===== src/hw/access_field_consts.vh =====
// Constants for the access-control field builder: map, fields, codes.
`ifndef ACCESS_FIELD_CONSTS_VH
`define ACCESS_FIELD_CONSTS_VH
// Register byte offsets.
`define OFS_CTRL        8'h00
`define OFS_SLOT_CFG    8'h04
`define OFS_MPEG_CFG    8'h08
`define OFS_IDENT       8'h0C
`define OFS_ROUTE       8'h10
`define OFS_QUALITY     8'h14
`define OFS_MGMT        8'h18
`define OFS_REQ_VALID   8'h1C
`define OFS_STATUS      8'h20
`define OFS_REQ_BASE    8'h40
`define REQ_ADR_MASK    8'hE0
// Control register fields.
`define CTRL_START      0
`define CTRL_KIND_LO    1
`define CTRL_KIND_HI    2
`define CTRL_CONTENTION 3
// Burst kinds.
`define KIND_SYNC       2'h0
`define KIND_ATM        2'h1
`define KIND_MPEG       2'h2
// Composition fields, same layout for timeslot and packet sources.
`define CFG_ROUTE_ABSENT   0
`define CFG_QUALITY_ABSENT 1
`define CFG_REQUEST        2
`define CFG_MGMT           3
`define CFG_GROUP          4
`define CFG_LOGON          5
`define CFG_COUNT_LO       6
`define CFG_COUNT_HI       8
`define CFG_LEN_LO         16
`define CFG_LEN_HI         23
`define CFG_RESET          32'h0000_0003
// Management register fields.
`define MGMT_FINE_SYNC  0
`define MGMT_LOGOFF     1
`define MGMT_ECHO       2
`define MGMT_PAT_LO     16
`define MGMT_PAT_HI     30
// Request entry categories and management codes.
`define CAT_VOLUME      3'h0
`define CAT_RATE        3'h1
`define CAT_ABS_VOLUME  3'h2
`define MC_NONE         16'h0000
`define MC_FINE_SYNC    16'h0001
`define MC_LOGOFF       16'h0002
`define ZERO_REQUEST    16'h0000
`endif


===== src/hw/req_table_mem.v =====
// Eight-entry capacity request table with a registered read port.
`timescale 1ns/1ps
module req_table_mem (
   // Clock
   input  wire        clk,
   // Write port
   input  wire        wr_en,
   input  wire [2:0]  wr_addr,
   input  wire [15:0] wr_data,
   // Read port
   input  wire [2:0]  rd_addr,
   output reg  [15:0] rd_data_reg
);
   reg [15:0] mem [0:7];

   always @(posedge clk) begin
      if (wr_en) begin
         mem[wr_addr] <= wr_data;
      end
      rd_data_reg <= mem[rd_addr];
   end
endmodule // req_table_mem


===== src/hw/field_serializer.v =====
// Byte to bit serializer, most significant bit first.
`timescale 1ns/1ps
module field_serializer (
   // Clock and reset
   input  wire       clk,
   input  wire       rst,
   // Byte side
   input  wire [7:0] byte_data,
   input  wire       byte_valid,
   input  wire       byte_first,
   input  wire       byte_last,
   output wire       byte_ready,
   // Bit side
   output reg        bit_data_reg,
   output reg        bit_valid_reg,
   output reg        bit_first_reg,
   output reg        bit_last_reg
);
   reg [7:0] shift_reg;
   reg [2:0] left_reg;
   reg       last_pend_reg;

   // A new byte is taken while the final bit of the previous one shows.
   assign byte_ready = (left_reg == 3'h0);

   always @(posedge clk) begin
      if (rst) begin
         shift_reg     <= 8'h00;
         left_reg      <= 3'h0;
         last_pend_reg <= 1'b0;
         bit_data_reg  <= 1'b0;
         bit_valid_reg <= 1'b0;
         bit_first_reg <= 1'b0;
         bit_last_reg  <= 1'b0;
      end else if (byte_valid && byte_ready) begin
         bit_data_reg  <= byte_data[7];
         shift_reg     <= {byte_data[6:0], 1'b0};
         left_reg      <= 3'h7;
         last_pend_reg <= byte_last;
         bit_valid_reg <= 1'b1;
         bit_first_reg <= byte_first;
         bit_last_reg  <= 1'b0;
      end else if (left_reg != 3'h0) begin
         bit_data_reg  <= shift_reg[7];
         shift_reg     <= {shift_reg[6:0], 1'b0};
         left_reg      <= left_reg - 3'h1;
         bit_first_reg <= 1'b0;
         bit_last_reg  <= (left_reg == 3'h1) && last_pend_reg;
      end else begin
         bit_valid_reg <= 1'b0;
         bit_first_reg <= 1'b0;
         bit_last_reg  <= 1'b0;
      end
   end
endmodule // field_serializer


===== src/hw/access_field_builder.v =====
// Access-control field builder with a classic Wishbone register slave.
// How it works
// - Route identifier sent only when absent flag clear.
// - Request entries count from zero through configured count.
// - Entry: scale, category, channel, value; sixteen bits.
// - Scale bit selects times one or sixteen.
// - Categories volume, rate, absolute; others never sent.
// - Value units depend on category and encapsulation.
// - Channel selector zero means any channel.
// - Nothing to request sends zero volume entry.
// - Management code sent when management flag set.
// - No management message sends code zero.
// - Fine sync code only after fine sync done.
// - Echo request returns pattern in echo range.
// - Group identity sent when group flag set.
// - Logon identity sent when logon flag set.
// - Quality ratio and modcod sent when flag clear.
// - Zero bytes pad up to configured length.
// - Sub-fields appear in one fixed order.
// - Flags come from timeslot or packet composition.
// - Traffic prefix uses route and request sub-fields.
// - Contention sync bursts carry request, group, logon.
//
// Added by the designer: the address map and the Wishbone interface to the registers.
`timescale 1ns/1ps
`include "access_field_consts.vh"
module access_field_builder (
   // Clock and reset
   input  wire        clk,
   input  wire        rst,
   // Wishbone slave
   input  wire [7:0]  wb_adr_i,
   input  wire [31:0] wb_dat_i,
   input  wire [3:0]  wb_sel_i,
   input  wire        wb_we_i,
   input  wire        wb_cyc_i,
   input  wire        wb_stb_i,
   output reg  [31:0] wb_dat_o,
   output reg         wb_ack_o,
   // Serial field stream
   output wire        field_bit,
   output wire        field_valid,
   output wire        field_first,
   output wire        field_last,
   output reg         busy_reg
);
   localparam [3:0] ST_IDLE     = 4'h0;
   localparam [3:0] ST_ROUTE_HI = 4'h1;
   localparam [3:0] ST_ROUTE_LO = 4'h2;
   localparam [3:0] ST_REQ_WAIT = 4'h3;
   localparam [3:0] ST_REQ_HI   = 4'h4;
   localparam [3:0] ST_REQ_LO   = 4'h5;
   localparam [3:0] ST_MC_HI    = 4'h6;
   localparam [3:0] ST_MC_LO    = 4'h7;
   localparam [3:0] ST_GROUP    = 4'h8;
   localparam [3:0] ST_LOGON_HI = 4'h9;
   localparam [3:0] ST_LOGON_LO = 4'hA;
   localparam [3:0] ST_RATIO    = 4'hB;
   localparam [3:0] ST_MODCOD   = 4'hC;
   localparam [3:0] ST_PAD      = 4'hD;
   localparam [3:0] ST_DONE     = 4'hE;

   // Software registers.
   reg  [31:0] slot_cfg_reg;
   reg  [31:0] mpeg_cfg_reg;
   reg  [31:0] ident_reg;
   reg  [31:0] route_reg;
   reg  [31:0] quality_reg;
   reg  [1:0]  kind_reg;
   reg         contention_reg;
   reg         fine_sync_reg;
   reg  [14:0] echo_pat_reg;
   reg  [7:0]  req_valid_reg;
   reg         sync_pend_reg;
   reg         logoff_pend_reg;
   reg         echo_pend_reg;
   // Snapshot taken at the start of a field.
   reg  [5:0]  pres_reg;
   reg  [2:0]  req_last_reg;
   reg  [7:0]  len_reg;
   reg  [15:0] mc_code_reg;
   // Builder state.
   reg  [3:0]  state_reg;
   reg  [3:0]  state_next;
   reg  [2:0]  req_idx_reg;
   reg  [7:0]  byte_cnt_reg;
   reg  [7:0]  last_len_reg;
   reg  [15:0] entry_reg;
   reg  [7:0]  out_byte;
   reg         out_push;
   reg         out_last;

   wire        bus_req   = wb_cyc_i && wb_stb_i && !wb_ack_o;
   wire        bus_wr    = bus_req && wb_we_i;
   wire        table_hit = (wb_adr_i & `REQ_ADR_MASK) == `OFS_REQ_BASE;
   wire [15:0] mem_rd_data;
   wire        ser_ready;
   wire        start_req;
   wire [31:0] src_cfg;
   wire [5:0]  pres_cfg;
   reg  [5:0]  pres_eff;
   reg  [15:0] mc_pick;

   // Presence bit positions inside pres_reg: route, request, management,
   // group, logon, quality.
   function [3:0] first_from;
      input [3:0] from;
      input [5:0] pres;
      begin
         if (from <= ST_ROUTE_HI && pres[0]) begin
            first_from = ST_ROUTE_HI;
         end else if (from <= ST_REQ_WAIT && pres[1]) begin
            first_from = ST_REQ_WAIT;
         end else if (from <= ST_MC_HI && pres[2]) begin
            first_from = ST_MC_HI;
         end else if (from <= ST_GROUP && pres[3]) begin
            first_from = ST_GROUP;
         end else if (from <= ST_LOGON_HI && pres[4]) begin
            first_from = ST_LOGON_HI;
         end else if (from <= ST_RATIO && pres[5]) begin
            first_from = ST_RATIO;
         end else begin
            first_from = ST_PAD;
         end
      end
   endfunction

   function [31:0] merge;
      input [31:0] old;
      input [31:0] data;
      input [3:0]  sel;
      integer i;
      begin
         merge = old;
         for (i = 0; i < 4; i = i + 1) begin
            if (sel[i]) begin
               merge[i*8 +: 8] = data[i*8 +: 8];
            end
         end
      end
   endfunction

   assign start_req = bus_wr && wb_adr_i == `OFS_CTRL && wb_sel_i[0] &&
                      wb_dat_i[`CTRL_START] && !busy_reg;

   // Packet bursts carry their own composition, the rest use the slot's.
   assign src_cfg  = (wb_dat_i[`CTRL_KIND_HI:`CTRL_KIND_LO] == `KIND_MPEG)
                     ? mpeg_cfg_reg : slot_cfg_reg;
   assign pres_cfg = {!src_cfg[`CFG_QUALITY_ABSENT],
                      src_cfg[`CFG_LOGON],
                      src_cfg[`CFG_GROUP],
                      src_cfg[`CFG_MGMT],
                      src_cfg[`CFG_REQUEST],
                      !src_cfg[`CFG_ROUTE_ABSENT]};

   always @* begin
      pres_eff = pres_cfg;
      case (wb_dat_i[`CTRL_KIND_HI:`CTRL_KIND_LO])
         `KIND_ATM: begin
            pres_eff = {3'h0, 1'b0, pres_cfg[1:0]};
         end
         `KIND_SYNC: begin
            if (wb_dat_i[`CTRL_CONTENTION]) begin
               pres_eff = pres_cfg | 6'h1A;
            end
         end
         default: begin
            pres_eff = pres_cfg;
         end
      endcase
   end

   // Log-off outranks echo, echo outranks the one-time sync report.
   always @* begin
      if (logoff_pend_reg) begin
         mc_pick = `MC_LOGOFF;
      end else if (echo_pend_reg) begin
         mc_pick = {1'b1, echo_pat_reg};
      end else if (sync_pend_reg && fine_sync_reg) begin
         mc_pick = `MC_FINE_SYNC;
      end else begin
         mc_pick = `MC_NONE;
      end
   end

   wire mc_taken = start_req && pres_eff[2];

   // Register writes, snapshot and pending management messages.
   always @(posedge clk) begin
      if (rst) begin
         slot_cfg_reg    <= `CFG_RESET;
         mpeg_cfg_reg    <= `CFG_RESET;
         ident_reg       <= 32'h0000_0000;
         route_reg       <= 32'h0000_0000;
         quality_reg     <= 32'h0000_0000;
         kind_reg        <= `KIND_SYNC;
         contention_reg  <= 1'b0;
         fine_sync_reg   <= 1'b0;
         echo_pat_reg    <= 15'h0000;
         req_valid_reg   <= 8'h00;
         sync_pend_reg   <= 1'b0;
         logoff_pend_reg <= 1'b0;
         echo_pend_reg   <= 1'b0;
         pres_reg        <= 6'h00;
         req_last_reg    <= 3'h0;
         len_reg         <= 8'h00;
         mc_code_reg     <= `MC_NONE;
      end else begin
         // A message is retired only when it is actually sent; a new
         // request in that same cycle stays pending.
         if (mc_taken && mc_pick == `MC_LOGOFF) begin
            logoff_pend_reg <= 1'b0;
         end
         if (mc_taken && !logoff_pend_reg && echo_pend_reg) begin
            echo_pend_reg <= 1'b0;
         end
         if (mc_taken && mc_pick == `MC_FINE_SYNC) begin
            sync_pend_reg <= 1'b0;
         end
         if (bus_wr) begin
            case (wb_adr_i)
               `OFS_SLOT_CFG: begin
                  slot_cfg_reg <= merge(slot_cfg_reg, wb_dat_i, wb_sel_i);
               end
               `OFS_MPEG_CFG: begin
                  mpeg_cfg_reg <= merge(mpeg_cfg_reg, wb_dat_i, wb_sel_i);
               end
               `OFS_IDENT: begin
                  ident_reg <= merge(ident_reg, wb_dat_i, wb_sel_i);
               end
               `OFS_ROUTE: begin
                  route_reg <= merge(route_reg, wb_dat_i, wb_sel_i);
               end
               `OFS_QUALITY: begin
                  quality_reg <= merge(quality_reg, wb_dat_i, wb_sel_i);
               end
               `OFS_REQ_VALID: begin
                  if (wb_sel_i[0]) begin
                     req_valid_reg <= wb_dat_i[7:0];
                  end
               end
               `OFS_MGMT: begin
                  if (wb_sel_i[0]) begin
                     fine_sync_reg <= wb_dat_i[`MGMT_FINE_SYNC];
                     // The report is armed on the rising sync-done level.
                     if (wb_dat_i[`MGMT_FINE_SYNC] && !fine_sync_reg) begin
                        sync_pend_reg <= 1'b1;
                     end
                     if (wb_dat_i[`MGMT_LOGOFF]) begin
                        logoff_pend_reg <= 1'b1;
                     end
                     if (wb_dat_i[`MGMT_ECHO]) begin
                        echo_pend_reg <= 1'b1;
                     end
                  end
                  if (wb_sel_i[2] && wb_sel_i[3]) begin
                     echo_pat_reg <= wb_dat_i[`MGMT_PAT_HI:`MGMT_PAT_LO];
                  end
               end
               default: begin
               end
            endcase
         end
         if (start_req) begin
            kind_reg       <= wb_dat_i[`CTRL_KIND_HI:`CTRL_KIND_LO];
            contention_reg <= wb_dat_i[`CTRL_CONTENTION];
            pres_reg       <= pres_eff;
            req_last_reg   <= src_cfg[`CFG_COUNT_HI:`CFG_COUNT_LO];
            len_reg        <= src_cfg[`CFG_LEN_HI:`CFG_LEN_LO];
            mc_code_reg    <= mc_pick;
         end
      end
   end

   // Bus answer: ack one cycle after the request, never two in a row.
   always @(posedge clk) begin
      if (rst) begin
         wb_ack_o <= 1'b0;
         wb_dat_o <= 32'h0000_0000;
      end else begin
         wb_ack_o <= bus_req;
         wb_dat_o <= 32'h0000_0000;
         if (bus_req && !wb_we_i) begin
            case (wb_adr_i)
               `OFS_CTRL:      wb_dat_o <= {28'h000_0000, contention_reg,
                                            kind_reg, 1'b0};
               `OFS_SLOT_CFG:  wb_dat_o <= slot_cfg_reg;
               `OFS_MPEG_CFG:  wb_dat_o <= mpeg_cfg_reg;
               `OFS_IDENT:     wb_dat_o <= ident_reg;
               `OFS_ROUTE:     wb_dat_o <= route_reg;
               `OFS_QUALITY:   wb_dat_o <= quality_reg;
               `OFS_REQ_VALID: wb_dat_o <= {24'h0, req_valid_reg};
               `OFS_MGMT:      wb_dat_o <= {1'b0, echo_pat_reg, 12'h0,
                                            sync_pend_reg, echo_pend_reg,
                                            logoff_pend_reg, fine_sync_reg};
               `OFS_STATUS:    wb_dat_o <= {8'h0, last_len_reg,
                                            byte_cnt_reg, 4'h0,
                                            state_reg[3:1], busy_reg};
               default:        wb_dat_o <= 32'h0000_0000;
            endcase
         end
      end
   end

   req_table_mem u_table (
      .clk         (clk),
      .wr_en       (bus_wr && table_hit && wb_sel_i[0] && wb_sel_i[1]),
      .wr_addr     (wb_adr_i[4:2]),
      .wr_data     (wb_dat_i[15:0]),
      .rd_addr     (req_idx_reg),
      .rd_data_reg (mem_rd_data)
   );

   // An entry not marked valid, or one with a reserved category, goes out
   // as a zero volume request so the receiver never sees a bad code.
   always @* begin
      if (req_valid_reg[req_idx_reg] &&
          mem_rd_data[14:12] <= `CAT_ABS_VOLUME) begin
         entry_reg = mem_rd_data;
      end else begin
         entry_reg = `ZERO_REQUEST;
      end
   end

   // Byte sequencer in fixed sub-field order.
   always @* begin
      state_next = state_reg;
      out_byte   = 8'h00;
      out_push   = 1'b0;
      case (state_reg)
         ST_IDLE: begin
            if (start_req) begin
               state_next = first_from(ST_ROUTE_HI, pres_eff);
            end
         end
         ST_ROUTE_HI: begin
            out_byte   = route_reg[15:8];
            out_push   = 1'b1;
            state_next = ST_ROUTE_LO;
         end
         ST_ROUTE_LO: begin
            out_byte   = route_reg[7:0];
            out_push   = 1'b1;
            state_next = first_from(ST_REQ_WAIT, pres_reg);
         end
         ST_REQ_WAIT: begin
            state_next = ST_REQ_HI;
         end
         ST_REQ_HI: begin
            out_byte   = entry_reg[15:8];
            out_push   = 1'b1;
            state_next = ST_REQ_LO;
         end
         ST_REQ_LO: begin
            out_byte   = entry_reg[7:0];
            out_push   = 1'b1;
            if (req_idx_reg != req_last_reg) begin
               state_next = ST_REQ_WAIT;
            end else begin
               state_next = first_from(ST_MC_HI, pres_reg);
            end
         end
         ST_MC_HI: begin
            out_byte   = mc_code_reg[15:8];
            out_push   = 1'b1;
            state_next = ST_MC_LO;
         end
         ST_MC_LO: begin
            out_byte   = mc_code_reg[7:0];
            out_push   = 1'b1;
            state_next = first_from(ST_GROUP, pres_reg);
         end
         ST_GROUP: begin
            out_byte   = ident_reg[23:16];
            out_push   = 1'b1;
            state_next = first_from(ST_LOGON_HI, pres_reg);
         end
         ST_LOGON_HI: begin
            out_byte   = ident_reg[15:8];
            out_push   = 1'b1;
            state_next = ST_LOGON_LO;
         end
         ST_LOGON_LO: begin
            out_byte   = ident_reg[7:0];
            out_push   = 1'b1;
            state_next = first_from(ST_RATIO, pres_reg);
         end
         ST_RATIO: begin
            out_byte   = quality_reg[7:0];
            out_push   = 1'b1;
            state_next = ST_MODCOD;
         end
         ST_MODCOD: begin
            out_byte   = quality_reg[15:8];
            out_push   = 1'b1;
            state_next = ST_PAD;
         end
         ST_PAD: begin
            // Content longer than the setting is never cut short.
            if (byte_cnt_reg < len_reg) begin
               out_byte   = 8'h00;
               out_push   = 1'b1;
               state_next = ST_PAD;
            end else begin
               state_next = ST_DONE;
            end
         end
         ST_DONE: begin
            if (ser_ready) begin
               state_next = ST_IDLE;
            end
         end
         default: begin
            state_next = ST_IDLE;
         end
      endcase
      // A byte state holds until the serializer takes its byte.
      if (out_push && !ser_ready) begin
         state_next = state_reg;
      end
      out_last = out_push && state_next == ST_PAD &&
                 (byte_cnt_reg + 8'h01) >= len_reg;
   end

   always @(posedge clk) begin
      if (rst) begin
         state_reg    <= ST_IDLE;
         req_idx_reg  <= 3'h0;
         byte_cnt_reg <= 8'h00;
         last_len_reg <= 8'h00;
         busy_reg     <= 1'b0;
      end else begin
         state_reg <= state_next;
         if (start_req) begin
            busy_reg     <= 1'b1;
            byte_cnt_reg <= 8'h00;
            req_idx_reg  <= 3'h0;
         end else if (out_push && ser_ready) begin
            byte_cnt_reg <= byte_cnt_reg + 8'h01;
            if (state_reg == ST_REQ_LO) begin
               req_idx_reg <= req_idx_reg + 3'h1;
            end
         end
         if (state_reg == ST_DONE && ser_ready) begin
            busy_reg     <= 1'b0;
            last_len_reg <= byte_cnt_reg;
         end
      end
   end

   field_serializer u_ser (
      .clk           (clk),
      .rst           (rst),
      .byte_data     (out_byte),
      .byte_valid    (out_push),
      .byte_first    (byte_cnt_reg == 8'h00),
      .byte_last     (out_last),
      .byte_ready    (ser_ready),
      .bit_data_reg  (field_bit),
      .bit_valid_reg (field_valid),
      .bit_first_reg (field_first),
      .bit_last_reg  (field_last)
   );
endmodule // access_field_builder


===== config.mk =====
export PLATFORM = sky130hd
export DESIGN_NAME = access_field_builder
export DESIGN_NICKNAME = d
export VERILOG_FILES = /design/src/hw/req_table_mem.v /design/src/hw/field_serializer.v /design/src/hw/access_field_builder.v
export VERILOG_INCLUDE_DIRS = /design/src /design/src/hw
export SDC_FILE = /design/constraint.sdc
export NUM_CORES = 1
export LEC_CHECK = 0
export BUFFER_PORTS_ARGS = -buffer_cell sky130_fd_sc_hd__buf_2
export CAP_MARGIN = 20
export CORE_AREA = 4 4 169 237
export CTS_CLUSTER_DIAMETER = 100
export DETAILED_ROUTE_END_ITERATION = 8
export DIE_AREA = 0 0 173 241
export HOLD_SLACK_MARGIN = 0.06
export PLACE_DENSITY = 0.69
export SLEW_MARGIN = 20
export SYNTH_ARGS = -nofsm -noshare
export SYNTH_HDL_FRONTEND = slang
export SYNTH_SLANG_ARGS = --single-unit

===== constraint.sdc =====
create_clock -name clk -period 2.7 [get_ports clk]
set_input_delay 0 -clock clk [delete_from_list [all_inputs] [get_ports clk]]
set_output_delay 0 -clock clk [all_outputs]
set_load 0.05 [all_outputs]

---- Yosys cells after proc, flatten, opt, wreduce, memory -nomap -nowiden ----
Memory sizes are Yosys's and may differ from the RTL's. A register that Yosys moved wholly into a read port is not among the register bits.
Cells that the tools add are included.
cells by class
  add/sub/neg operators ................... 3
  $lt $le $gt $ge ......................... 4
  eq/ne operators ......................... 31
  multiplexer cells ....................... 55
  bitwise operators ....................... 3
  reductions and logical operators ........ 71
operators by type and width
  kind                   number
  $pmux W32 S9           1
  $pmux W8 S11           1
  $reduce_and A3 Y1      23
  $pmux W4 S15           1
  $mux W16               3
  $mux W4                9
  $eq A4 B4 Y1 const B   8
  $eq A8 B5 Y1 const B   4
  $logic_and A1 B1 Y1    26
  $mux W1                24
  $mux W24               1
  $mux W3                8
  $eq A16 B1 Y1 const B  1
  $eq A16 B2 Y1 const B  1
  $eq A4 B3 Y1 const B   4
  $eq A8 B4 Y1 const B   2
  $logic_not A8 Y1       2
  $mux W8                2
  $pmux W6 S2            1
  $reduce_or A11 Y1      1
  $add A8 B1 Y8 const B  1
  $eq A4 B2 Y1 const B   2
  $eq A8 B3 Y1 const B   1
  $eq A8 B6 Y1 const B   1
  27 further kinds       39
word-level totals
  register bits ........................... 295
  memory bits (writable) .................. 128
  bits of input ports ..................... 49
  output and inout bits ................... 38
  word-level logic and storage cells ...... 214
  memories ................................ 1
memory list
  name         words  bits a word  rd ports  clocked after memory_dff  wr ports  line                RTL
  u_table.mem  8      16           1         1                         1         req_table_mem.v:14  reg [15:0] mem [0:7];

---- Logic depth before layout (Yosys ltp) ----
Gate-level depths: netlist of the first run.
  word-level depth ........................ 17
  depth in mapped cells ................... 11
  mapped depth without buffers ............ 10

---- Cells and area by module ----
Synthesis of the first run repeated with hierarchy kept, for this count alone.
unflattened totals
  cells, all modules ...................... 1813
  area, all modules ....................... 18426.4 um^2
by module, submodules not included
  module                times used  cells an instance  area each (um^2)
  access_field_builder  1           1531               12406.9
  req_table_mem         1           214                5293.8
  field_serializer      1           68                 725.7

---- Worst setup path before layout of the first run ----
Ideal clock, no wire load.
  path type ............................... flip-flop to flip-flop
  start ................................... register wb_ack_o
  end ..................................... memory u_table.mem[1][0], enable pin
  arrival time ............................ 2.857 ns
  path slack .............................. -0.566 ns
  cell stages (with the launch flop) ...... 7
  buffers on the path ..................... 1
  clock period less this slack ............ 3.266 ns
  cell sequence ........................... dfxtp_1 -> and4b_1 -> and2_1 -> clkbuf_1 -> nor4b_1 -> nand2_1 -> nor3_1
between the ends
  longest elaborated chain between the ends .. 8
RTL lines
  element                           line                        RTL
  start, declared                   access_field_builder.v:39   output reg wb_ack_o,
  start signal, assigned            access_field_builder.v:281  wb_ack_o <= bus_req;
  $logic_not A1 Y1                  access_field_builder.v:93   wire bus_req = wb_cyc_i && wb_stb_i && !wb_ack_o;
  $logic_and A1 B1 Y1               access_field_builder.v:93
  $logic_and A1 B1 Y1               access_field_builder.v:94   wire bus_wr = bus_req && wb_we_i;
  $logic_and A1 B1 Y1 (3 in a row)  access_field_builder.v:307  .wr_en (bus_wr && table_hit && wb_sel_i[0] && wb_sel_i[1]),
  $mux W1                           req_table_mem.v:17          if (wr_en) begin
  $mux W1 (implied by the code)     req_table_mem.v:18          mem[wr_addr] <= wr_data;
  end, declared                     req_table_mem.v:14
No other way between the ends.

---- Final worst setup path of the first run ----
  start ................................... register byte_cnt_reg[1]
  end ..................................... register u_ser.last_pend_reg
between the ends
  longest elaborated chain between the ends .. 8
  elaborated cells on any way between the ends .. 13
RTL lines
  element                                               line                        RTL
  start, declared                                       access_field_builder.v:86   reg [7:0] byte_cnt_reg;
  start signal, assigned                                access_field_builder.v:439  byte_cnt_reg <= byte_cnt_reg + 8'h01;
  branches (longest 8 deep; another with $lt A8 B8 Y1)  n/a
  end signal, assigned                                  field_serializer.v:39       last_pend_reg <= byte_last;
  end, declared                                         field_serializer.v:21       reg last_pend_reg;
Parallel ways; which one is timed is not known.
A chain may end at the register's enable or synchronous reset.

==> results of run 1 <==
==> timing repair <==
item / 4_1_cts / 5_1_grt
setup endpoints to repair: 0 / 3
hold endpoints to repair: 332 / 10
gates resized for setup: 0 / 3
hold buffers: 40 / 1
==> worst max-delay path: cells and delay by family, from the launching register on <==
kind	cells	cell delay [ps]
adder cells (fa/ha/maj)	2	440
flip-flops	1	440
XOR/XNOR	1	80
AO/OA/AOI/OAI	2	530
AND/OR/NAND/NOR	4	870
==> report_power, final <==
part	switching (mW)	total, mW	internal (mW)
Sequential	0.0767	6.92	6.84
Combinational	1.28	1.97	0.693
Clock	2.50	5.65	3.15
==> cell usage in the layout (no fill, tap or decap), types with 13 or more instances in the layout <==
cell type,instances
nand2_1,339
dfxtp_1,307
a21oi_1,219
edfxtp_1,128
nand3_1,121
buf_2,85
nor2_1,79
buf_4,53
a22oi_1,50
clkbuf_16,43
dlygate4sd3_1,41
mux4_2,36
a222oi_1,36
mux2i_1,30
mux2_2,28
a31oi_1,26
a211oi_1,22
ha_1,22
nor2b_1,19
a22o_1,18
xor2_1,17
inv_1,17
o21ai_0,17
nor3_1,16
and2_1,13
==> per-stage QoR <==
stage	setup TNS (ps)	cell area, µm²	utilization [%]	cells
CTS	0	21400	56.3	2454
floorplan	-15630	18800	-	1858
global route	0	21500	56.4	2456
detailed placement	0	19700	51.8	2338
finish	0	21500	56.4	2458
global placement	0	19700	51.8	2338
==> worst max-delay path by stage <==
stage                                             from                          endpoint  slack [ps]  cells after the start
after global placement    byte_cnt_reg[0]$_SDFFE_PP0P_  u_ser.last_pend_reg$_SDFFE_PP0P_         220                      8
after global routing           len_reg[7]$_SDFFE_PP0N_           state_reg[2]$_SDFF_PP0_          50                      8
final                     byte_cnt_reg[1]$_SDFFE_PP0P_  u_ser.last_pend_reg$_SDFFE_PP0P_         230                      9
after detailed placement  byte_cnt_reg[0]$_SDFFE_PP0P_  u_ser.last_pend_reg$_SDFFE_PP0P_         100                      8
after CTS                          wb_ack_o$_SDFF_PP0_     echo_pat_reg[13]$_SDFFE_PP0P_          80                      8
after floorplan                    wb_ack_o$_SDFF_PP0_       u_table.mem[5][0]$_DFFE_PP_        -140                      6
==> synthesized netlist by cell type, types with 4 or more instances <==
cell	count
and3_1	8
o21ai_0	17
a211oi_1	23
a221oi_1	9
buf_4	14
nand2_1	339
buf_1	4
and2_1	14
nand4_1	7
a22oi_2	4
nor4b_1	4
nor2_1	81
a31oi_2	4
a21oi_1	219
a32oi_1	4
inv_1	17
o22ai_1	4
dfxtp_1	310
nor3_4	4
mux2i_1	30
xor2_1	17
a222oi_1	36
a22o_1	18
a31oi_1	26
a22oi_1	50
nor4_1	8
clkbuf_1	77
buf_2	45
mux2_2	28
buf_6	4
nand3_1	121
o211ai_1	5
and2_0	4
nand2b_1	9
nor3_1	18
mux4_2	36
nor2b_1	19
ha_1	22
edfxtp_1	128
==> cells by family (layout without fill, tap and decap cells) <==
| group | Yosys count | count (layout) |
|---|---|---|
| multiplexers | 94 | 94 |
| AND/OR/NAND/NOR | 664 | 664 |
| flip-flops | 438 | 438 |
| other | 0 | 2 |
| adder cells (fa/ha/maj) | 22 | 22 |
| XOR/XNOR | 18 | 18 |
| buffers and inverters | 163 | 283 |
| AO/OA/AOI/OAI | 459 | 459 |
==> layout make-up <==
class,instances,area (µm²)
fillers,3317,16600
flip-flops and latches,438,10100
multi-input cells,1257,8020
repair buffers,189,1430
clock buffers,57,1170
well taps,478,598
clock inverters,19,136
inverters,18,67.6
diodes,2,5.00
==> layer usage <==
metal / vias up / part of all wire, % / wire length [µm] / GRT usage [%]
li1: 6997 / - / - / -
met1: 7404 / 37 / 20600 / 30.5
met2: 647 / 51 / 28100 / 46.1
met3: 162 / 6.0 / 3310 / 3.17
met4: 0 / 5.9 / 3240 / 14.2
met5: - / 0 / 0 / 0
==> metrics.md, run 1 <==
| Metric | Value |
|---|---|
| Buffers on Ports | `86` |
| Antenna violations before repair | `0` |
| Die area | `about 0.042 mm²` |
| Mapped Nets | `between 1500 and 2000` |
| Post-synthesis simple-gate area fraction | `between 15 and 20%` |
| Number of post-CTS setup repair buffers | `0` |
| CTS Buf Count | `42` |
| Clk pin slew, worst setup/hold paths | `60 ps` |
| RePlAce Congestion | `~0.93` |
| First-pass GRT wire length | `85.1 mm` |
| Post-synth top area cell | `dfxtp_1` |
| Fin crit share | `approximately nine tenths` |
| Reg-to-reg endpoint | `u_ser.last_pend_reg$_SDFFE_PP0P_` |
| GR Util All Layers | `25.8%` |
| Top_reg_cell synth | `dfxtp_1` |
| Max_cap viols | `0` |
| DRC viols | `0` |
| Hold Crit Start | `wb_cyc_i` |
| Max reg flops | `128` |
| XOR/XNOR Fraction of Synth Area | `less than 1%` |
| Row Count | `85` |
| Proportion of synthesized area in mux cells | `7.60%` |
| Vias in the first global route | `14929` |
| Synthesized area per cell | `10.1 µm²` |
| Synthesized flop and latch total | `438` |
| Compound-Gate Fraction of Synth Area | `16.2%` |
| WL/cell | `22.5 µm` |
| First-pass iteration count of the detailed router | `9` |
| Critical path arrival | `2900 ps` |
| Clk buf depth | `3` |
| Fin nets | `2017` |
| Max H-tree Level | `2` |
| Die X | `between 150 and 200 µm` |
| Starting Density | `49.3%` |
| Fmax | `0.404 GHz` |
| CTS Sinks | `438` |
| Fin. Hold Viols | `0` |
| Final Worst Setup Slack | `between 200 and 250 ps` |
| I/O pin total | `between 80 and 90` |
| Max stage delay cell, worst path | `dfxtp_1` |
| Clk_skew | `13.2 ps` |
| Vias/cell | `6.19` |
| Reg-to-reg slack, setup | `230 ps` |
| Root buf cell | `clkbuf_16` |
| Syn Inst Count | `1858` |
| Yosys cell types | `84` |
| Status | `finished clean` |
| Vias | `15210` |
| Initial DRC count | `1673` |
| Worst-path cell chain | `ha_1, and3_1, and3_1, xor2_1, ha_1, or3_1, o2111ai_1, nor4_1, a32o_1` |
| Biggest register | `u_table.mem` |
| Synth top area share | `33.0%` |
| R2R cell count | `9` |
| Pwr dens | `between 600 and 700 mW/mm²` |
| Largest net degree at the start of global routing | `76` |
| Max-slew headroom | `36.3%` |
| Area grow syn2layout | `14.4%` |
| Final setup violation count | `0` |
| VDD IR max | `0.513 mV` |
| Cell area after synthesis | `0.0188 mm²` |
| Hold endpoint | `wb_dat_o[7]$_SDFF_PP0_` |
| Total chip power | `~15 mW` |
| DP Worst Slack | `95.0 ps` |
| Crit path launch type | `flip-flop` |
| Crit path max fanout | `6` |
| RSZ-0062 raised after global routing | `false` |
| Leak Pwr | `7.23 nW` |
| Total Routed Length | `55.3 mm` |
| DP HPWL | `38.2 mm` |
| Hold Path Cell Cnt | `5` |
| Minimum clock period | `2470 ps` |
| Synth warnings | `0` |
| Post-synthesis async set-or-reset flop share | `0%` |
| Hold crit path type | `input port to flip-flop` |
| Largest stage delay, worst path | `roughly 440 ps` |
| Fin Hold WS | `42.4 ps` |
| Layout cells sized above 1 | `15.8%` |
| Antenna Violating Nets Remaining | `0` |
| Largest family of logic cells by synthesized area | `simple AND/OR/NAND/NOR gates` |
| Reg2reg start | `byte_cnt_reg[1]$_SDFFE_PP0P_` |
| Die Y-Extent | `~240 µm` |
| CTS tree | `done` |
| CP Data Required Time | `roughly 3100 ps` |
| Setup CP Type | `flip-flop to flip-flop` |
| Gr ovfl total | `0` |
| Register area share after synthesis | `between 50% and 60%` |
| Worst skew pair latency | `roughly 550 ps` |
| Crit. End Element | `flip-flop` |
| Core area | `0.0381 mm²` |
| Adder-Cell Fraction of Synth Area | `1.47%` |
| Worst-Margin Slew | `952 ps` |
| Number of flops mapped to enable cells by yosys | `approximately 130` |
| Slew Viols, Final | `0` |
| Synth area leaders | `dfxtp_1 (33%), edfxtp_1 (20%), nand2_1 (6.8%)` |
Note: power is estimated with default switching activity, not from simulation.
==> inputs of run 2 (changes only) <==
--- a/config.mk
+++ b/config.mk
@@ -13,8 +13,9 @@
 export DETAILED_ROUTE_END_ITERATION = 8
 export DIE_AREA = 0 0 173 241
 export HOLD_SLACK_MARGIN = 0.06
+export MAX_ROUTING_LAYER = met4
 export PLACE_DENSITY = 0.69
-export SLEW_MARGIN = 20
+export SLEW_MARGIN = 10
 export SYNTH_ARGS = -nofsm -noshare
 export SYNTH_HDL_FRONTEND = slang
 export SYNTH_SLANG_ARGS = --single-unit
==> constraint.sdc (replaced) <==
create_clock -name clk -period 2.2 [get_ports clk]
set_input_delay 0 -clock clk [delete_from_list [all_inputs] [get_ports clk]]
set_output_delay 0 -clock clk [all_outputs]
set_load 0.05 [all_outputs]
==> run 2 against run 1 <==
- the run now ends with setup timing left
- clock-buffer cell count down 1
- hold slack gained 53 ps
- sequential cell count did not move
- non-clock buffer count up 87
- cell count up 3.5%
- first-iteration DRC count unchanged
- wire length increased by 3.1%
- clock power rose by 36%
- fmax increased by 10%
- total power grew 32%
- global-route usage up 1.6 points
- critical path depth increased by 1
==> metrics.md, run 2 (synthesized netlist as in run 1, its figures left out) <==
| Metric | Value |
|---|---|
| Status | `finished with violations (was finished clean)` |
| Failing checks | `setup timing` |
| Leak Pwr | `7.84 nW (was 7.23 nW)` |
| Busiest grt layer | `met2 (unchanged)` |
| DRC viols | `0 (unchanged)` |
| Vias/cell | `6.06 (was 6.19)` |
| Largest net degree at the start of global routing | `70 (was 76)` |
| Pwr dens | `841 mW/mm² (was 676 mW/mm²)` |
| CTS Sinks | `438 (unchanged)` |
| Clk_skew | `22.8 ps (was 13.2 ps)` |
| Die X | `173 µm (unchanged)` |
| GR Util All Layers | `27.5% (was 25.8%)` |
| Reg2reg start | `byte_cnt_reg[0]$_SDFFE_PP0P_ (was byte_cnt_reg[1]$_SDFFE_PP0P_)` |
| Most common cell after layout, fill and taps aside | `nand2_1 (unchanged)` |
| Area grow syn2layout | `21.5% (was 14.4%)` |
| Fin. Hold Viols | `0 (unchanged)` |
| Clk buf depth | `3 (unchanged)` |
| DP HPWL | `39.8 mm (was 38.2 mm)` |
| Fin area | `0.0228 mm² (was 0.0215 mm²)` |
| I/O pin total | `87 (unchanged)` |
| Crit path launch type | `flip-flop (unchanged)` |
| Minimum clock period | `2240 ps (was 2470 ps)` |
| RePlAce Congestion | `0.957 (was 0.931)` |
| Met1 GRT Util | `31.6% (was 30.5%)` |
| Row Count | `85 (unchanged)` |
| Buffers on Ports | `86 (unchanged)` |
| Crit path max fanout | `4 (was 6)` |
| Final Worst Setup Slack | `-44.3 ps (was 226 ps)` |
| RSZ-0062 raised after global routing | `true (was false)` |
| Worst skew pair latency | `560 ps (was 550 ps)` |
| Commonest non-fill, non-tap cells in the layout | `nand2_1 (338), dfxtp_1 (303), a21oi_1 (217), edfxtp_1 (128), nand3_1 (121) (was nand2_1 (339), dfxtp_1 (307), a21oi_1 (219), edfxtp_1 (128), nand3_1 (121))` |
| Fin crit share | `102% (was 91.6%)` |
| Vias | `15427 (was 15210)` |
| Max-slew headroom | `41.2% (was 36.3%)` |
| Antenna violations before repair | `0 (unchanged)` |
| Fin nets | `2104 (was 2017)` |
| Met3 Use GR | `3.07% (was 3.17%)` |
| Fin Hold WS | `95.1 ps (was 42.4 ps)` |
| Max reg flops | `128 (unchanged)` |
| Setup tns final | `-44.3 ps (was 0 ps)` |
| Die area | `0.0417 mm² (unchanged)` |
| Antenna Violating Nets Remaining | `0 (unchanged)` |
| First-pass iteration count of the detailed router | `7 (was 9)` |
| Max_cap viols | `0 (unchanged)` |
| Starting Density | `49.3% (unchanged)` |
| Core area | `0.0381 mm² (unchanged)` |
| Placed cell areas | `0.0207 mm² (was 0.0197 mm²)` |
| CTS Buf Count | `42 (unchanged)` |
| Placed Cells | `2425 (was 2338)` |
| Hold crit path type | `input port to flip-flop (unchanged)` |
| Die Y-Extent | `241 µm (unchanged)` |
| Worst-Margin Slew | `878 ps (was 952 ps)` |
| Root buf cell | `clkbuf_16 (unchanged)` |
| Fmax | `0.446 GHz (was 0.404 GHz)` |
| Crit. End Element | `flip-flop (unchanged)` |
| Total Routed Length | `57.0 mm (was 55.3 mm)` |
| VDD IR max | `0.617 mV (was 0.513 mV)` |
| CTS tree | `done (unchanged)` |
| Max H-tree Level | `2 (unchanged)` |
| Vias in the first global route | `15034 (was 14929)` |
| Fin cells | `2544 (was 2458)` |
| Diode count | `0 (was 2)` |
| Reg-to-reg endpoint | `u_ser.last_pend_reg$_SDFFE_PP0P_ (unchanged)` |
| Setup CP Type | `flip-flop to flip-flop (unchanged)` |
| R2R cell count | `10 (was 9)` |
| Met2 Track Usage GR | `48.4% (was 46.1%)` |
| Reg-to-reg slack, setup | `-40 ps (was 230 ps)` |
| Gr ovfl total | `0 (unchanged)` |
| Final setup violation count | `1 (was 0)` |
| Critical path arrival | `2700 ps (was 2900 ps)` |
| WL/cell | `22.4 µm (was 22.5 µm)` |
| Slew Viols, Final | `0 (unchanged)` |
| Layout cells sized above 1 | `21.7% (was 15.8%)` |
| Worst Setup EP | `u_ser.last_pend_reg$_SDFFE_PP0P_ (unchanged)` |
| DP Worst Slack | `-100 ps (was 95.0 ps)` |
| First-pass GRT wire length | `87.5 mm (was 85.1 mm)` |
| CP Data Required Time | `2650 ps (was 3130 ps)` |
| Initial DRC count | `1673 (unchanged)` |
| Biggest register | `u_table.mem (unchanged)` |
| Clk pin slew, worst setup/hold paths | `70 ps (was 60 ps)` |
| Critical Path Start | `byte_cnt_reg[0]$_SDFFE_PP0P_ (was byte_cnt_reg[1]$_SDFFE_PP0P_)` |
==> run 2: how the worst min path moves through the flow <==
stage	depth (start not counted)	startpoint	end	slack, ps
final	4	wb_adr_i[2]	u_table.mem[1][5]$_DFFE_PP_	100
after global routing	4	wb_adr_i[2]	u_table.mem[1][7]$_DFFE_PP_	100
after detailed placement	3	wb_stb_i	wb_ack_o$_SDFF_PP0_	270
after global placement	3	wb_stb_i	wb_ack_o$_SDFF_PP0_	250
after floorplan	0	wb_dat_i[0]	u_table.mem[0][0]$_DFFE_PP_	100
after CTS	4	wb_adr_i[2]	u_table.mem[1][5]$_DFFE_PP_	80
==> run 2: report_power, final <==
group          switching [mW]  internal [mW]
clock network            3.09           4.61
logic                    1.73           1.26
registers              0.0996           8.40
total                    4.92           14.3
==> run 2: cell type report <==
class | count | area, µm²
Fill cell | 3100 | 15300
Sequential cell | 438 | 10100
Multi-Input combinational cell | 1257 | 8240
Timing Repair Buffer | 276 | 2340
Clock buffer | 56 | 1220
Tap cell | 478 | 598
Clock inverter | 21 | 273
Inverter | 18 | 67.6
==> run 2: timing repair <==
action	in CTS	in global routing
setup endpoints to repair	17	94
hold buffers	38	0
setup buffers	0	4
gates resized for setup	12	26
pin swaps	4	17
endpoints found under the hold margin	325	0
==> run 2: metrics by stage <==
stage          total power, mW  util, %
3_5_place_dp              11.3     54.4
5_1_grt                   19.8     59.9
4_1_cts                   19.1     59.5
3_3_place_gp              11.3     54.4
2_1_floorplan             10.2        -
6_report                  19.2     59.9
==> run 2: metal layers <==
metal  vias up  share of wire (%)
met4         0                5.2
li1       7171                  -
met2       590                 52
met5         -                  0
met3       158                5.5
met1      7508                 38
==> run 2: worst max-delay path, cell delays in order (launching register included) <==
cell	delay (ps)
dfxtp_4	360
ha_4	170
and3_4	190
xor2_1	170
ha_1	330
and3_4	200
a21oi_2	110
o21ai_1	90
o2111ai_1	210
nor4_1	70
a32o_1	250
==> inputs of run 3 (changes only) <==
--- a/config.mk
+++ b/config.mk
@@ -9,6 +9,7 @@
 export BUFFER_PORTS_ARGS = -buffer_cell sky130_fd_sc_hd__buf_2
 export CAP_MARGIN = 20
 export CORE_AREA = 4 4 169 237
+export CTS_BUF_LIST = sky130_fd_sc_hd__clkbuf_4 sky130_fd_sc_hd__clkbuf_8
 export CTS_CLUSTER_DIAMETER = 100
 export DETAILED_ROUTE_END_ITERATION = 8
 export DIE_AREA = 0 0 173 241
==> run 3 against run 2 <==
- the run still ends with setup timing left
- first-iteration DRC count is 1.1% lower
- clock power is 9.3% lower
- register-to-register slack worse by 80 ps
- utilization is 0.082 points lower
- cell area is 0.14% lower
- worst setup slack worse by 81 ps
- global-route usage is 0.27 points higher
- clock-buffer cell count is 37 higher
- critical path depth is 1 lower
- via count is 1.5% higher
- hold slack worse by 7.4 ps
- largest power group unchanged
- highest routed layer unchanged
==> metrics.md, run 3 (synthesized netlist as in run 1, its figures left out) <==
| Metric | Value |
|---|---|
| Largest stage delay, worst path | `380 ps (was 360 ps)` |
| Antenna violations before repair | `1 (was 0)` |
| DP Worst Slack | `-100 ps (unchanged)` |
| Hold Crit Start | `wb_adr_i[0] (was wb_adr_i[2])` |
| Setup CP Type | `flip-flop to flip-flop (unchanged)` |
| Fin area | `0.0228 mm² (about the same)` |
| Core area | `0.0381 mm² (unchanged)` |
| Failing checks | `setup timing (unchanged)` |
| Most common cell after layout, fill and taps aside | `nand2_1 (unchanged)` |
| Gr ovfl total | `0 (unchanged)` |
| Vias | `15660 (was 15427)` |
| Placed cell areas | `0.0207 mm² (unchanged)` |
| Reg-to-reg endpoint | `u_ser.last_pend_reg$_SDFFE_PP0P_ (unchanged)` |
| Worst Setup EP | `u_ser.last_pend_reg$_SDFFE_PP0P_ (unchanged)` |
| Root buf cell | `clkbuf_8 (was clkbuf_16)` |
| Clk buf depth | `3 (unchanged)` |
| Reg-to-reg slack, setup | `-130 ps (was -40 ps)` |
| Leak Pwr | `7.88 nW (was 7.84 nW)` |
| R2R cell count | `9 (was 10)` |
| Buffers on Ports | `86 (unchanged)` |
| Fin nets | `2136 (was 2104)` |
| Placed Cells | `2425 (unchanged)` |
| Crit path max fanout | `2 (was 4)` |
| Final Util | `59.8% (was 59.9%)` |
| Initial DRC count | `1655 (was 1673)` |
| Critical path arrival | `2890 ps (was 2700 ps)` |
| Vias in the first global route | `15163 (was 15034)` |
| First-pass GRT wire length | `87.8 mm (was 87.5 mm)` |
| Slew Viols, Final | `0 (unchanged)` |
| CTS tree | `done (unchanged)` |
| Worst-Margin Slew | `896 ps (was 878 ps)` |
| Max H-tree Level | `3 (was 2)` |
| Top Family by Delay on Critical Path | `compound AO/OA/AOI/OAI gates (unchanged)` |
| DRC viols | `0 (unchanged)` |
| Vias/cell | `6.04 (was 6.06)` |
| Fin crit share | `106% (was 102%)` |
| Crit. End Element | `flip-flop (unchanged)` |
| Row Count | `85 (unchanged)` |
| Total chip power | `18.5 mW (was 19.2 mW)` |
| Clk_skew | `19.3 ps (was 22.8 ps)` |
| Die area | `0.0417 mm² (unchanged)` |
| Fmax | `0.430 GHz (was 0.446 GHz)` |
| CP Data Required Time | `2770 ps (was 2650 ps)` |
| Antenna Violating Nets Remaining | `0 (unchanged)` |
| Max reg flops | `128 (unchanged)` |
| Commonest non-fill, non-tap cells in the layout | `nand2_1 (338), dfxtp_1 (304), a21oi_1 (217), edfxtp_1 (128), nand3_1 (121) (was nand2_1 (338), dfxtp_1 (303), a21oi_1 (217), edfxtp_1 (128), nand3_1 (121))` |
| CTS Sinks | `438 (unchanged)` |
| Status | `finished with violations (unchanged)` |
| Setup tns final | `-634 ps (was -44.3 ps)` |
| Fin. Hold Viols | `0 (unchanged)` |
| Layout cells sized above 1 | `23.1% (was 21.7%)` |
| Worst path bufs/invs | `2 (was 0)` |
| Final setup violation count | `13 (was 1)` |
| Fin cells | `2594 (was 2544)` |
| WL/cell | `22.1 µm (was 22.4 µm)` |
| RSZ-0062 raised after global routing | `true (unchanged)` |
| RePlAce Congestion | `0.957 (unchanged)` |
| Max stage delay cell, worst path | `dfxtp_1 (was dfxtp_4)` |
| GR Util All Layers | `27.7% (was 27.5%)` |
| First-pass iteration count of the detailed router | `8 (was 7)` |
| WP depth | `9 (was 10)` |
| Total Routed Length | `57.2 mm (was 57.0 mm)` |
| Largest net degree at the start of global routing | `70 (unchanged)` |
| Final Worst Setup Slack | `-125 ps (was -44.3 ps)` |
| Max-slew headroom | `40.0% (was 41.2%)` |
| Worst-path cell chain | `ha_4, a211oi_2, nand4_1, buf_4, o32ai_4, buf_6, o2111ai_4, nor4_2, a32o_2 (was ha_4, and3_4, xor2_1, ha_1, and3_4, a21oi_2, o21ai_1, o2111ai_1, nor4_1, a32o_1)` |
| Hold crit path type | `input port to flip-flop (unchanged)` |
| Worst skew pair latency | `630 ps (was 560 ps)` |
| I/O pin total | `87 (unchanged)` |
| Final-layout fill cell count | `3109 (was 3100)` |
| Biggest register | `u_table.mem (unchanged)` |
| Reg2reg start | `byte_cnt_reg[7]$_SDFFE_PP0P_ (was byte_cnt_reg[0]$_SDFFE_PP0P_)` |
| VDD IR max | `0.490 mV (was 0.617 mV)` |
| Starting Density | `49.3% (unchanged)` |
| DP HPWL | `39.8 mm (unchanged)` |
| Area grow syn2layout | `21.3% (was 21.5%)` |
| Minimum clock period | `2330 ps (was 2240 ps)` |
| Die X | `173 µm (unchanged)` |
| Fin Hold WS | `87.8 ps (was 95.1 ps)` |
| Critical Path Start | `byte_cnt_reg[7]$_SDFFE_PP0P_ (was byte_cnt_reg[0]$_SDFFE_PP0P_)` |
| Die Y-Extent | `241 µm (unchanged)` |
| Max_cap viols | `0 (unchanged)` |
| Crit path launch type | `flip-flop (unchanged)` |
| Clk pin slew, worst setup/hold paths | `70 ps (about the same)` |
| CTS Buf Count | `67 (was 42)` |
| Pwr dens | `814 mW/mm² (was 841 mW/mm²)` |
[run 3: cell types whose count changed in the layout (fill, tap and decap cells not counted), sizes merged]
cell	before	now
clkbuf	56	93
clkinv	10	18
dlygate4sd3	38	44
bufinv	6	3
buf	238	239
diode	0	1
[run 3: worst reg2reg max path, cell delays in order, from the launching register on]
cell and delay (ps):
dfxtp_1 380, ha_4 220, a211oi_2 260, nand4_1 180
buf_4 190, o32ai_4 320, buf_6 150, o2111ai_4 110
nor4_2 280, a32o_2 190
[run 3: report_power, final]
group	switching [mW]	total, mW	internal [mW]
Clock	3.17	6.99	3.82
Sequential	0.0997	8.50	8.40
Combinational	1.76	3.05	1.29
Total	5.03	18.5	13.5
[run 3: how the worst min path moves through the flow]
stage | to | depth (start not counted) | slack [ps]
CTS | route_reg[9]$_SDFFE_PP0P_ | 6 | 60
floorplan | u_table.mem[0][0]$_DFFE_PP_ | 0 | 100
finish | route_reg[9]$_SDFFE_PP0P_ | 6 | 90
global placement | wb_ack_o$_SDFF_PP0_ | 3 | 250
global route | route_reg[9]$_SDFFE_PP0P_ | 6 | 100
detailed placement | wb_ack_o$_SDFF_PP0_ | 3 | 270
[run 3: layer usage]
metal / track usage, % / part of all wire (%)
met1: 31.4 / 37
met2: 48.5 / 51
met3: 3.54 / 5.9
met4: 14.2 / 5.5
met5: - / 0
[run 3: what timing repair did]
item | 4_1_cts | 5_1_grt
hold endpoints to repair | 373 | 0
pin swaps | 6 | 10
setup buffers | 1 | 4
hold buffers | 44 | 0
gates resized for setup | 16 | 20
setup endpoints to repair | 13 | 88
[run 3: cell type report]
cell class                 count  area [µm²]  area share (%)
clock inverter                26         213           0.934
multi-input combinational   1257        8250            36.2
inverter                      18        67.6           0.297
sequential                   438       10100            44.2
timing repair buffer         283        2420            10.6
clock buffer                  93        1170            5.15
tap                          478         598            2.63
antenna                        1        2.50          0.0110
